**src/inc/tidda_map.vh**
```
// Purpose: Register map, field positions and counts of the timer event and DELTA_SIGMA_MODULATOR block
// Assumes: 8-bit register port, byte-wide registers
// Notes: Definitions only
`ifndef TIDDA_MAP_VH
`define TIDDA_MAP_VH

// ==========================================================
// Register offsets
`define TIDDA_ADDR_CNTL 8'he2
`define TIDDA_ADDR_CNTH 8'he3
`define TIDDA_ADDR_CTL 8'he4
`define TIDDA_ADDR_CCTL0 8'he5
`define TIDDA_ADDR_CCTL1 8'he6
`define TIDDA_ADDR_CCTL2 8'he7
`define TIDDA_ADDR_CC0L 8'hda
`define TIDDA_ADDR_CC0H 8'hdb
`define TIDDA_ADDR_CC1L 8'hdc
`define TIDDA_ADDR_CC1H 8'hdd
`define TIDDA_ADDR_CC2L 8'hde
`define TIDDA_ADDR_CC2H 8'hdf
`define TIDDA_ADDR_IRQ 8'hd8

// ==========================================================
// Field positions
`define TIDDA_CCTL_IM 6
`define TIDDA_CCTL_MODE 2
`define TIDDA_IRQ_OVFIM 0
`define TIDDA_IRQ_GEN 1
`define TIDDA_IRQ_FLAG 2

// ==========================================================
// Encodings and reset values
`define TIDDA_MODE_STOP 2'h0
`define TIDDA_MODE_FREE 2'h1
`define TIDDA_MODE_MOD 2'h2
`define TIDDA_MODE_UD 2'h3
`define TIDDA_CMP_DSM 3'h7
`define TIDDA_RST_BYTE 8'h00
`define TIDDA_FULL_CNT 16'hffff

// ==========================================================
// Timing counts, in timer ticks
`define TIDDA_PRE_DIV8 7'h07
`define TIDDA_PRE_DIV32 7'h1f
`define TIDDA_PRE_DIV128 7'h7f
`define TIDDA_DSM_LAST_FAST 3'h3
`define TIDDA_DSM_LAST_SLOW 3'h7

`endif

```
**src/rtl/tidda_timer.v**
```verilog
// Purpose: Timer event flags, interrupt, DMA triggers and delta-sigma audio output
// Assumes: tick_en is a one-cycle timer tick pulse from the clock controller
// Notes: Registers are byte wide on a plain strobe port, read data one cycle later
//
// How it works
// One interrupt from overflow, capture or compare
// Event flags set regardless of mask bits
// CPU flag raised only by masked-in set flag
// Request needs mask bit and global enable
// Enabling mask on set flag re-raises request
// Free/modulo: channel events and terminal count flag
// Up/down compare: ch0 and overflow at zero
// Up/down capture: overflow at zero, channels capture
// One DMA trigger pulse per channel event
// Modulator steps at tick/4 or tick/8
// Samples per period, prescaler bypassed
// Linear interpolator, or hold when filter 1x
// Shaper forces two edges per output bit
// Software uses modulo mode and ch0 compare
// Modulator starts when compare action is 111
// Counter low write clears whole counter
// Nonzero count mode runs the counter
// Software follows the modulator bring-up order
// Software writes samples low byte first
// Samples signed, two low bits forced zero
// Low byte read latches high byte
// Mode: stop, free, modulo, up/down
// Value low byte buffered until high write
// Modulator output replaces channel 1 output
`include "tidda_map.vh"
`timescale 1ns/1ps
`default_nettype none

module tidda_timer #(
	parameter ACC_W = 40
) (
	input wire clk_sys,
	input wire sys_rst,
	input wire tick_en,
	input wire [7:0] reg_addr,
	input wire [7:0] reg_wdata,
	input wire reg_wr,
	input wire reg_rd,
	output reg [7:0] reg_rdata,
	input wire [2:0] cap_pin,
	output reg [2:0] ch_out,
	output wire cpu_timer_irq_flag,
	output wire irq_req,
	output wire dma_trig_chan0,
	output wire dma_trig_chan1,
	output wire dma_trig_chan2
);

	// ==========================================================
	// Address decode
	wire wr_cntl = reg_wr && (reg_addr == `TIDDA_ADDR_CNTL);
	wire wr_ctl = reg_wr && (reg_addr == `TIDDA_ADDR_CTL);
	wire wr_irq = reg_wr && (reg_addr == `TIDDA_ADDR_IRQ);
	wire [2:0] wr_cctl;
	wire [2:0] wr_lo;
	wire [2:0] wr_hi;
	assign wr_cctl[0] = reg_wr && (reg_addr == `TIDDA_ADDR_CCTL0);
	assign wr_cctl[1] = reg_wr && (reg_addr == `TIDDA_ADDR_CCTL1);
	assign wr_cctl[2] = reg_wr && (reg_addr == `TIDDA_ADDR_CCTL2);
	assign wr_lo[0] = reg_wr && (reg_addr == `TIDDA_ADDR_CC0L);
	assign wr_lo[1] = reg_wr && (reg_addr == `TIDDA_ADDR_CC1L);
	assign wr_lo[2] = reg_wr && (reg_addr == `TIDDA_ADDR_CC2L);
	assign wr_hi[0] = reg_wr && (reg_addr == `TIDDA_ADDR_CC0H);
	assign wr_hi[1] = reg_wr && (reg_addr == `TIDDA_ADDR_CC1H);
	assign wr_hi[2] = reg_wr && (reg_addr == `TIDDA_ADDR_CC2H);

	// ==========================================================
	// Control state
	reg [1:0] mode_q;
	reg [1:0] div_q;
	reg [3:0] flag_q;
	reg [15:0] cnt_q;
	reg down_q;
	reg [6:0] pre_q;
	reg [7:0] hi_latch_q;
	reg ovf_mask_q;
	reg gen_en_q;
	reg irqf_q;
	reg [3:0] pend_q;
	wire [20:0] cctl_all;
	wire [47:0] cc_all;
	wire [2:0] ch_ev;
	wire [2:0] ch_pin;
	wire [2:0] dma_all;
	wire [15:0] cc0 = cc_all[15:0];
	wire [15:0] cc1 = cc_all[31:16];
	wire [6:0] cctl1 = cctl_all[13:7];
	wire dsm_on = (cctl1[5:3] == `TIDDA_CMP_DSM);
	wire run = (mode_q != `TIDDA_MODE_STOP);
	wire ud_mode = (mode_q == `TIDDA_MODE_UD);

	// ==========================================================
	// Prescaler and active edge
	reg [6:0] pre_mask;
	always @*
	begin
		case (div_q)
			2'h1: pre_mask = `TIDDA_PRE_DIV8;
			2'h2: pre_mask = `TIDDA_PRE_DIV32;
			2'h3: pre_mask = `TIDDA_PRE_DIV128;
			default: pre_mask = 7'h00;
		endcase
	end
	// Prescaler not cleared on a divider write, so a change may take one period
	wire pre_hit = ((pre_q & pre_mask) == pre_mask);
	wire act = tick_en && (dsm_on || pre_hit);
	wire step = act && run;

	// ==========================================================
	// Counter and overflow events
	wire [15:0] term = (mode_q == `TIDDA_MODE_FREE) ? `TIDDA_FULL_CNT : cc0;
	wire wrap_ev = step && !ud_mode && (cnt_q == term);
	wire ud_zero = step && ud_mode && down_q && (cnt_q == 16'h0001);
	wire ovf_ev = wrap_ev || ud_zero;

	always @(posedge clk_sys or posedge sys_rst)
	begin
		if (sys_rst)
		begin
			cnt_q <= 16'h0000;
			down_q <= 1'b0;
			pre_q <= 7'h00;
		end
		else
		begin
			if (tick_en)
				pre_q <= pre_q + 7'h01;
			if (wr_cntl)
			begin
				cnt_q <= 16'h0000;
				down_q <= 1'b0;
			end
			else if (step)
			begin
				if (!ud_mode)
					cnt_q <= (cnt_q == term) ? 16'h0000 : cnt_q + 16'h0001;
				else if (!down_q)
				begin
					if (cnt_q >= cc0 && cc0 != 16'h0000)
					begin
						down_q <= 1'b1;
						cnt_q <= cnt_q - 16'h0001;
					end
					else if (cc0 != 16'h0000)
						cnt_q <= cnt_q + 16'h0001;
				end
				else
				begin
					cnt_q <= cnt_q - 16'h0001;
					if (cnt_q == 16'h0001)
						down_q <= 1'b0;
				end
			end
		end
	end

	// ==========================================================
	// Channels
	genvar i;
	generate
		for (i = 0; i < 3; i = i + 1)
		begin : g_ch
			reg [6:0] cctl_q;
			reg [15:0] cc_q;
			reg [7:0] lo_q;
			reg [2:0] sync_q;
			reg out_q;
			reg dma_q;
			wire cmp_mode = cctl_q[`TIDDA_CCTL_MODE];
			wire [2:0] act_sel = cctl_q[5:3];
			wire rise = sync_q[1] && !sync_q[2];
			wire fall = !sync_q[1] && sync_q[2];
			// Modulator owns channel 1: its speed and filter bits alias mode and edges
			wire dsm_ch = (i == 1) && dsm_on;
			wire cap_ev = run && !cmp_mode && !dsm_ch && ((cctl_q[0] && rise) || (cctl_q[1] && fall));
			wire cmp_ev = step && cmp_mode && !dsm_ch && (cnt_q == cc_q);
			// Channel 0 compare in up/down follows the zero turnaround
			wire ev = (i == 0 && ud_mode && cmp_mode) ? ud_zero : (cap_ev || cmp_ev);
			assign ch_ev[i] = ev;
			assign cctl_all[7*i +: 7] = cctl_q;
			assign cc_all[16*i +: 16] = cc_q;
			assign ch_pin[i] = out_q;
			assign dma_all[i] = dma_q;
			always @(posedge clk_sys or posedge sys_rst)
			begin
				if (sys_rst)
				begin
					cctl_q <= 7'h00;
					cc_q <= 16'h0000;
					lo_q <= `TIDDA_RST_BYTE;
					sync_q <= 3'h0;
					out_q <= 1'b0;
					dma_q <= 1'b0;
				end
				else
				begin
					sync_q <= {sync_q[1:0], cap_pin[i]};
					dma_q <= ev;
					if (wr_cctl[i])
						cctl_q <= reg_wdata[6:0];
					if (wr_lo[i])
						lo_q <= reg_wdata;
					if (cap_ev)
						cc_q <= cnt_q;
					else if (wr_hi[i])
						cc_q <= {reg_wdata, lo_q};
					if (cmp_ev)
					begin
						case (act_sel)
							3'h0: out_q <= 1'b1;
							3'h1: out_q <= 1'b0;
							3'h2: out_q <= !out_q;
							3'h3, 3'h5: out_q <= 1'b1;
							3'h4, 3'h6: out_q <= 1'b0;
							default: out_q <= out_q;
						endcase
					end
					else if (step && cmp_mode && cnt_q == 16'h0000)
					begin
						case (act_sel)
							3'h3, 3'h5: out_q <= 1'b0;
							3'h4, 3'h6: out_q <= 1'b1;
							default: out_q <= out_q;
						endcase
					end
				end
			end
		end
	endgenerate

	assign dma_trig_chan0 = dma_all[0];
	assign dma_trig_chan1 = dma_all[1];
	assign dma_trig_chan2 = dma_all[2];

	// ==========================================================
	// Flags and interrupt
	wire [3:0] ev_all = {ch_ev, ovf_ev};
	wire [3:0] masks = {cctl_all[20], cctl_all[13], cctl_all[6], ovf_mask_q};
	wire [3:0] pend = flag_q & masks;
	// Edge on masked pending, so enabling a mask over a set flag re-raises
	wire irq_new = |(pend & ~pend_q);
	assign cpu_timer_irq_flag = irqf_q;
	assign irq_req = irqf_q && gen_en_q;

	always @(posedge clk_sys or posedge sys_rst)
	begin
		if (sys_rst)
		begin
			mode_q <= `TIDDA_MODE_STOP;
			div_q <= 2'h0;
			flag_q <= 4'h0;
			ovf_mask_q <= 1'b0;
			gen_en_q <= 1'b0;
			irqf_q <= 1'b0;
			pend_q <= 4'h0;
		end
		else
		begin
			pend_q <= pend;
			if (wr_ctl)
			begin
				mode_q <= reg_wdata[1:0];
				div_q <= reg_wdata[3:2];
			end
			// Writing 0 clears a flag; an event in that cycle wins
			flag_q <= (wr_ctl ? (flag_q & reg_wdata[7:4]) : flag_q) | ev_all;
			if (wr_irq)
			begin
				ovf_mask_q <= reg_wdata[`TIDDA_IRQ_OVFIM];
				gen_en_q <= reg_wdata[`TIDDA_IRQ_GEN];
			end
			irqf_q <= (wr_irq ? (irqf_q & reg_wdata[`TIDDA_IRQ_FLAG]) : irqf_q) | irq_new;
		end
	end

	// ==========================================================
	// Delta-sigma modulator
	reg [2:0] ph_q;
	reg [14:0] k_q;
	reg signed [15:0] x_prev_q;
	reg signed [15:0] x_cur_q;
	reg signed [ACC_W-1:0] i1_q;
	reg signed [ACC_W-1:0] i2_q;
	reg bit_q;
	wire fast = cctl1[`TIDDA_CCTL_MODE];
	wire zoh = cctl1[1];
	wire shaper = cctl1[0];
	wire [2:0] ph_last = fast ? `TIDDA_DSM_LAST_FAST : `TIDDA_DSM_LAST_SLOW;
	wire dsm_step = tick_en && (ph_q == ph_last);
	wire [16:0] per = {1'b0, cc0} + 17'h00001;
	wire [14:0] nsp_raw = fast ? per[16:2] : {1'b0, per[16:3]};
	wire [14:0] nsp = (nsp_raw == 15'h0000) ? 15'h0001 : nsp_raw;
	wire signed [15:0] sample = {cc1[15:2], 2'b00};
	wire signed [ACC_W-1:0] xp_w = {{(ACC_W-16){x_prev_q[15]}}, x_prev_q};
	wire signed [ACC_W-1:0] xc_w = {{(ACC_W-16){x_cur_q[15]}}, x_cur_q};
	wire signed [ACC_W-1:0] n_w = {{(ACC_W-15){1'b0}}, nsp};
	wire signed [ACC_W-1:0] k_w = {{(ACC_W-15){1'b0}}, k_q};
	// Input carries gain N; feedback scaled by N compensates it
	wire signed [ACC_W-1:0] u_w = zoh ? xc_w * n_w : xp_w * n_w + (xc_w - xp_w) * k_w;
	wire signed [ACC_W-1:0] fs_w = n_w <<< 15;
	wire signed [ACC_W-1:0] fb_w = bit_q ? fs_w : -fs_w;
	wire signed [ACC_W-1:0] i1_d = i1_q + u_w - fb_w;
	wire signed [ACC_W-1:0] i2_d = i2_q + i1_d - fb_w;
	wire shaped = bit_q ? (ph_q != ph_last) : (ph_q == 3'h0);
	wire dsm_pin = shaper ? shaped : bit_q;

	always @(posedge clk_sys or posedge sys_rst)
	begin
		if (sys_rst)
		begin
			ph_q <= 3'h0;
			k_q <= 15'h0000;
			x_prev_q <= 16'h0000;
			x_cur_q <= 16'h0000;
			i1_q <= {ACC_W{1'b0}};
			i2_q <= {ACC_W{1'b0}};
			bit_q <= 1'b0;
		end
		else if (!dsm_on)
		begin
			// Held clear, so enabling starts from a known state at once
			ph_q <= 3'h0;
			k_q <= 15'h0000;
			x_prev_q <= 16'h0000;
			x_cur_q <= sample;
			i1_q <= {ACC_W{1'b0}};
			i2_q <= {ACC_W{1'b0}};
			bit_q <= 1'b0;
		end
		else
		begin
			if (tick_en)
				ph_q <= (ph_q == ph_last) ? 3'h0 : ph_q + 3'h1;
			if (wrap_ev)
			begin
				x_prev_q <= x_cur_q;
				x_cur_q <= sample;
				k_q <= 15'h0000;
			end
			else if (dsm_step && k_q != nsp)
				k_q <= k_q + 15'h0001;
			if (dsm_step)
			begin
				i1_q <= i1_d;
				i2_q <= i2_d;
				bit_q <= !i2_d[ACC_W-1];
			end
		end
	end

	// ==========================================================
	// Pins and register reads
	always @(posedge clk_sys or posedge sys_rst)
	begin
		if (sys_rst)
		begin
			ch_out <= 3'h0;
			reg_rdata <= `TIDDA_RST_BYTE;
			hi_latch_q <= `TIDDA_RST_BYTE;
		end
		else
		begin
			ch_out <= {ch_pin[2], dsm_on ? dsm_pin : ch_pin[1], ch_pin[0]};
			if (reg_rd && reg_addr == `TIDDA_ADDR_CNTL)
				hi_latch_q <= cnt_q[15:8];
			if (!reg_rd)
				reg_rdata <= 8'h00;
			else if (reg_addr == `TIDDA_ADDR_CNTL)
				reg_rdata <= cnt_q[7:0];
			else if (reg_addr == `TIDDA_ADDR_CNTH)
				reg_rdata <= hi_latch_q;
			else if (reg_addr == `TIDDA_ADDR_CTL)
				reg_rdata <= {flag_q, div_q, mode_q};
			else if (reg_addr == `TIDDA_ADDR_IRQ)
				reg_rdata <= {5'h00, irqf_q, gen_en_q, ovf_mask_q};
			else if (reg_addr == `TIDDA_ADDR_CCTL0)
				reg_rdata <= {1'b0, cctl_all[6:0]};
			else if (reg_addr == `TIDDA_ADDR_CCTL1)
				reg_rdata <= {1'b0, cctl_all[13:7]};
			else if (reg_addr == `TIDDA_ADDR_CCTL2)
				reg_rdata <= {1'b0, cctl_all[20:14]};
			else if (reg_addr == `TIDDA_ADDR_CC0L)
				reg_rdata <= cc_all[7:0];
			else if (reg_addr == `TIDDA_ADDR_CC0H)
				reg_rdata <= cc_all[15:8];
			else if (reg_addr == `TIDDA_ADDR_CC1L)
				reg_rdata <= cc_all[23:16];
			else if (reg_addr == `TIDDA_ADDR_CC1H)
				reg_rdata <= cc_all[31:24];
			else if (reg_addr == `TIDDA_ADDR_CC2L)
				reg_rdata <= cc_all[39:32];
			else if (reg_addr == `TIDDA_ADDR_CC2H)
				reg_rdata <= cc_all[47:40];
			else
				reg_rdata <= 8'h00;
		end
	end

endmodule // tidda_timer

`default_nettype wire

```
**config.mk**
```make
export PLATFORM = sky130hd
export DESIGN_NAME = tidda_timer
export DESIGN_NICKNAME = d
export VERILOG_FILES = /design/src/rtl/tidda_timer.v
export VERILOG_INCLUDE_DIRS = /design/src /design/src/inc
export SDC_FILE = /design/constraint.sdc
export NUM_CORES = 2
export LEC_CHECK = 0
export ABC_AREA = 1
export ABC_CLOCK_PERIOD_IN_PS = 17100
export BUFFER_PORTS_ARGS = -buffer_cell sky130_fd_sc_hd__buf_4
export CAP_MARGIN = 30
export CORE_MARGIN = 8
export CORE_UTILIZATION = 47
export CTS_CLUSTER_DIAMETER = 60
export DETAILED_ROUTE_END_ITERATION = 16
export PLACE_DENSITY = 0.58
export SLEW_MARGIN = 20
export SYNTH_ARGS = -nofsm -noshare
export SYNTH_HDL_FRONTEND = slang
export SYNTH_SLANG_ARGS = --single-unit
```
**constraint.sdc**
```tcl
create_clock -name clk_sys -period 17.1 [get_ports clk_sys]
set_input_delay 0 -clock clk_sys [delete_from_list [all_inputs] [get_ports clk_sys]]
set_output_delay 0 -clock clk_sys [all_outputs]
set_load 0.01 [all_outputs]
```
Yosys cells after proc, flatten, opt, wreduce, memory -nomap -nowiden
Index checks and enable logic that the tools add are counted.
W data, S select, Z words.
{"block": "word_totals", "register_bits": 297, "in_bits": 24, "wordCells": 305}
{"block": "op_classes", "addsub": 13, "muxes": 74, "n_mul": 3, "n_bitwise": 8, "reduce_logical": 114, "eq_ne": 54, "magnitude_cmp": 1}
{"operator": "$mux W16", "count": 18}
{"operator": "$mux W40", "count": 6}
{"operator": "$mux W8", "count": 14}
{"operator": "$eq A8 B8 Y1 const B", "count": 13}
{"operator": "$add A40 B40 Y40", "count": 2}
{"operator": "$sub A40 B40 Y40", "count": 2}
{"operator": "$mux W15", "count": 5}
{"operator": "$eq A16 B16 Y1", "count": 4}
{"operator": "$mul A16 B16 Y32", "count": 2}
{"operator": "$logic_and A1 B1 Y1", "count": 54}
{"operator": "$neg A30 Y40", "count": 1}
{"operator": "$add A32 B33 Y34", "count": 1}
{"operator": "$mul A17 B16 Y33", "count": 1}
{"operator": "$eq A3 B3 Y1 const B", "count": 10}
{"operator": "$pmux W7 S3", "count": 1}
{"operator": "$mux W1", "count": 19}
{"operator": "$eq A3 B2 Y1 const B", "count": 6}
{"operator": "$reduce_bool A2 Y1", "count": 9}
{"operator": "$reduce_or A3 Y1", "count": 6}
{"operator": "$add A16 B1 Y17 const B", "count": 1}
{"operator": "$sub A16 B16 Y17", "count": 1}
{"operator": "$add A16 B1 Y16 const B", "count": 1}
{"operator": "$eq A16 B1 Y1 const B", "count": 1}
{"operator": "$ge A16 B16 Y1", "count": 1}
{"operator": "other kinds (37)", "count": 88}

Depth between registers and ports, before layout
{"block": "depth", "ltp_word": 15, "ltp_mapped": 76}

Least setup slack after synthesis
No wires, ideal clock.
{"block": "synth_path", "kind": "flip-flop to flip-flop", "startpoint": "reg x_cur_q[2]", "endpoint": "reg i2_q[39]", "setup_time_ns": 0.118, "stages_incl_launch_ff": 70, "setup_slack_ns": 4.362, "arrival_time_ns": 12.620, "required_time_ns": 16.982, "path_cell_list": "dfrtp_1 inv_1 clkbuf_1 ha_1 inv_1 fa_1 nand3_1 nand2_1 a21o_1 a21oi_1 o21ai_1 nand2_1 nand2_1 a21oi_1 o21ai_1 nor2_1 nor2_2 inv_1 (+34 left out) o21ai_0 xor2_1 fa_1 inv_1 ha_1 nand2_1 nor3_1 inv_1 nor4_1 nand3_1 o211ai_1 nand2_1 nand2_1 nand2_1 nand2_1 nand3_1 nand3_1 nand2_1"}
{"block": "synth_between", "elab_chain_cells": 10, "elab_cells_between_ends": 11, "cone_classes": "add/sub: 6; mul: 2; mux: 3"}
{"item": "start, declared", "line": "tidda_timer.v:286", "source": "reg signed [15:0] x_cur_q;"}
{"item": "start signal, assigned", "line": "tidda_timer.v:330", "source": "x_cur_q <= sample;"}
{"item": "start signal, assigned", "line": "tidda_timer.v:342", "source": "x_cur_q <= sample;"}
{"item": "$sub A16 B16 Y17", "line": "tidda_timer.v:304", "source": "wire signed [ACC_W-1:0] u_w = zoh ? xc_w * n_w : xp_w * n_w + (xc_w - xp_w) * k_w;"}
{"item": "$mul A17 B16 Y33", "line": "tidda_timer.v:304"}
{"item": "$add A32 B33 Y34", "line": "tidda_timer.v:304"}
{"item": "$mux W40 *", "line": "tidda_timer.v:304"}
{"item": "$add A40 B40 Y40 *", "line": "tidda_timer.v:307", "source": "wire signed [ACC_W-1:0] i1_d = i1_q + u_w - fb_w;"}
{"item": "$sub A40 B40 Y40 *", "line": "tidda_timer.v:307"}
{"item": "$add A40 B40 Y40 *", "line": "tidda_timer.v:308", "source": "wire signed [ACC_W-1:0] i2_d = i2_q + i1_d - fb_w;"}
{"item": "$sub A40 B40 Y40 *", "line": "tidda_timer.v:308"}
{"item": "$mux W40 *", "line": "tidda_timer.v:347", "source": "if (dsm_step)"}
{"item": "$mux W40 *", "line": "tidda_timer.v:324", "source": "else if (!dsm_on)"}
{"item": "end signal, assigned", "line": "tidda_timer.v:321", "source": "i2_q <= {ACC_W{1'b0}};"}
{"item": "end signal, assigned", "line": "tidda_timer.v:332", "source": "i2_q <= {ACC_W{1'b0}};"}
{"item": "end signal, assigned", "line": "tidda_timer.v:350", "source": "i2_q <= i2_d;"}
{"item": "end, declared", "line": "tidda_timer.v:288", "source": "reg signed [ACC_W-1:0] i2_q;"}
Every way passes the cells marked *; elsewhere a longest branch is shown, timed or not. The select of a mux whose other input is x is not followed.
A chain may end at the register's enable or synchronous reset.

Worst setup path in the final report
Same ends and word-level chain as after synthesis.

==> impl_metrics.tcl <==
set metrics [dict create \
    finalMaxSlewViolations 0 \
    io_buffers 39 \
    ys.warnings.count 0 \
    muxShareOfSynthArea 0.000650 \
    reg2reg_depth 61 \
    tightest_slew_ps 1020 \
    power_switching_w 0.00210 \
    drc_errors 0 \
    regToRegStartpoint "x_cur_q[2]" \
    place_congestion 0.979 \
    r2r-end "i2_q[39]" \
    fin_nets 7254 \
    crit_cells 61 \
    io_pins 40 \
    yosys.cell_count.top_type "inv_1" \
    die_area_sq_um 113000 \
    grt_pass1_vias 41500 \
    cpPeakStageDelay_ps 580 \
    peakVddDrop_uv 99.1 \
    yosys.area_share.simple 0.181 \
    tns_ps 0 \
    required_ps 17640 \
    async_flop_share 1.00 \
    netSwitchingFraction 0.500 \
    yosys-top-cells-area "fa_1 (32%), dfrtp_1 (15%), inv_1 (10%)" \
    yosysSeqAreaShare 0.151 \
    cts_buffer_depth 3 \
    fmax_mhz 65.0 \
    cp-start-kind "register" \
    setup_viol 0 \
    clk_pin_slew_worst_paths_ps 60 \
    yosysTopAreaCell "fa_1" \
    dp.cells 7385 \
    synth_compound_area_frac 0.0996 \
    synthAdderAreaFrac 0.417 \
    r2r_slack_ps 1720 \
    clkSinkCount 290 \
    leakagePower_nw 26.2 \
    htree_levels 2 \
    die_h_microns 336 \
    drt-pass1-iter-count 6 \
    postRouteAntennaNets 0 \
    synth_area_sq_um 48100 \
    wl_per_cell_microns 21.4 \
    drt-initial-drc-count 3674 \
    end_kind "register" \
    finalWirelength_mm 160 \
    num_rows 117 \
    status "finished, final reports clean" \
    drt-vias-per-instance 5.47 \
    initial_core_util 0.473 \
    synth_xor_xnor_area_share 0.0317 \
    synth_cell_type_count 59 \
    clock_latency_ps 650 \
    track_usage 0.288 \
    globalRouteOverflowTotal 0 \
    cts_buffers 51 \
    synth-main-ff-cell "dfrtp_1" \
    syn_to_final_growth_pct 7.92 \
    vias 41000 \
    cp_max_fo 15 \
    power_frac_seq 0.200 \
    clockPowerShare 0.258 \
    comb_power_share 0.541 \
    critPathTopFamily "adder cells" \
    slew-limit-headroom 0.316 \
    synthTopCellsByCount "inv_1 (1317), nand2_1 (1100), fa_1 (781), nor2_1 (643), o21ai_0 (382)" \
    cap_violations 0 \
    crit_arrival_ps 15920 \
    synth_area_per_cell_sq_um 7.88 \
    finalHoldViolations 0 \
    final_cells 7505 \
    grt_max_degree 137 \
    cts_root_buf "clkbuf_16" \
    antenna_found_initial 2 \
    ys_seq_elements 290 \
    synth.net_count 7264 \
    slowest_stage "a21oi_1" \
    coreArea_sq_um 102000 \
    hp-class "primary input to async pin" \
    synth_edf_count 0 \
    path_class "register to register" \
    grt_pass1_wl_mm 251 \
    period_share 0.900 \
    path_buf_inv 12 \
    synth.top_cell.area_share 0.325 \
    rsz0062_at_grt "no" \
    die_x_microns 336 \
    p_int_w 0.00210 \
    synth_cells 6105 \
    setup_slack_ps 1720 \
    dpl.hpwl_mm 129 \
    synth_top_family_by_area "adder cells" \
    tritoncts "yes" \
    powerDensity_nw_per_um2 80.9 \
    dp_slack_ps 1990 \
    period_needed_ps 15380 \
    skew_ps 31.7 \
    path_common_cell "nand2_1" \
    drive_gt1_frac 0.0427 \
    cts_resized 0 \
]
==> per-stage QoR <==
step	utilization	hold WS (ps)	instance area (sq um)	total power [W]
2_1_floorplan	-	31.4	48100	0.00238
5_1_grt	0.510	5.24	51900	0.00450
3_3_place_gp	0.490	111	49800	0.00307
3_5_place_dp	0.490	112	49900	0.00307
6_report	0.510	12.3	51900	0.00420
4_1_cts	0.510	0.790	51900	0.00418
==> power by group through the flow <==
stage | sequential, W | combinational (W) | clock (W)
final | 0.000842 | 0.00227 | 0.00108
after global routing | 0.000846 | 0.00252 | 0.00113
after CTS | 0.000837 | 0.00224 | 0.00110
after detailed placement | 0.000849 | 0.00222 | 0
after global placement | 0.000849 | 0.00222 | 0
after floorplan | 0.000792 | 0.00159 | 0
==> final cells by class <==
class | instances | area [sq um]
Fill cell | 9983 | 49800
Timing Repair Buffer | 116 | 991
Inverter | 1342 | 5050
Antenna cell | 1 | 2.50
Clock inverter | 29 | 369
Multi-Input combinational cell | 4294 | 35200
Tap cell | 1368 | 1710
Sequential cell | 290 | 7260
Clock buffer | 65 | 1410
==> how the worst max path moves through the flow <==
stage,from,to,slack (ps)
floorplan,x_cur_q[2],i2_q[39],4360
global placement,x_cur_q[2],i2_q[39],2160
global route,x_cur_q[2],i2_q[39],680
finish,x_cur_q[2],i2_q[39],1720
CTS,x_cur_q[2],i2_q[39],1920
detailed placement,x_cur_q[2],i2_q[39],1990
==> what timing repair did <==
item                                    4_1_cts  5_1_grt
hold buffers                                 22        0
buffers inserted                              0        0
endpoints found under the hold margin       143        0
endpoints found under the setup margin        0        0
==> worst register-to-register path, delay by kind of cell, from the launching register on <==
family,cells,cell delay (ps)
adders and majority gates,15,6920
AOI/OAI and AO/OA,8,2260
buffers and inverters,12,1840
xor gates and xnor gates,1,150
DFF,1,410
and+or+nand+nor,25,3690
==> placed cells by master, fill, tap and decap left out, types with 6 or more instances in the layout <==
cell type	count
inv_1	1316
nand2_1	1099
fa_1	781
nor2_1	640
o21ai_0	381
ha_1	354
dfrtp_1	290
a21oi_1	240
nand3_1	186
xor2_1	121
buf_4	88
o22ai_1	56
nor3_1	55
xnor2_1	53
clkbuf_16	51
a31oi_1	36
o211ai_1	34
nor4_1	33
nand4_1	30
or2_2	22
dlygate4sd3_1	22
nand2_2	20
a21o_1	20
clkinv_1	18
o31ai_1	15
o21bai_1	15
nor2_2	10
nand3b_1	9
a211oi_1	9
clkinv_2	8
clkbuf_8	8
a21boi_0	7
inv_2	6
clkbuf_1	6
==> flip-flops by register name, summed over array words and instances, names as in the netlist, 15 cells and up <==
name and count:
cc0 16, k_q 15, cnt_q 16, cc1 16
i1_q 38, g_ch.lo_q 24, i2_q 39, g_ch.cc_q 16
==> logic make-up (layout without fill, tap and decap cells) <==
kind of cell | count (synthesis) | after routing
xor gates and xnor gates | 174 | 174
adders and majority gates | 1135 | 1135
and+or+nand+nor | 2125 | 2125
muxes | 3 | 3
AOI/OAI and AO/OA | 857 | 857
buffers and inverters | 1521 | 1552
other | 0 | 1
DFF | 290 | 290
==> routing by layer <==
layer	wire length, microns	share of wire	global-route usage
met5	12	0.000075	0
met2	72000	0.45	0.451
met1	68200	0.43	0.397
met3	13100	0.081	0.0537
met4	7150	0.045	0.108
Note: power is estimated with default switching activity, not from simulation.
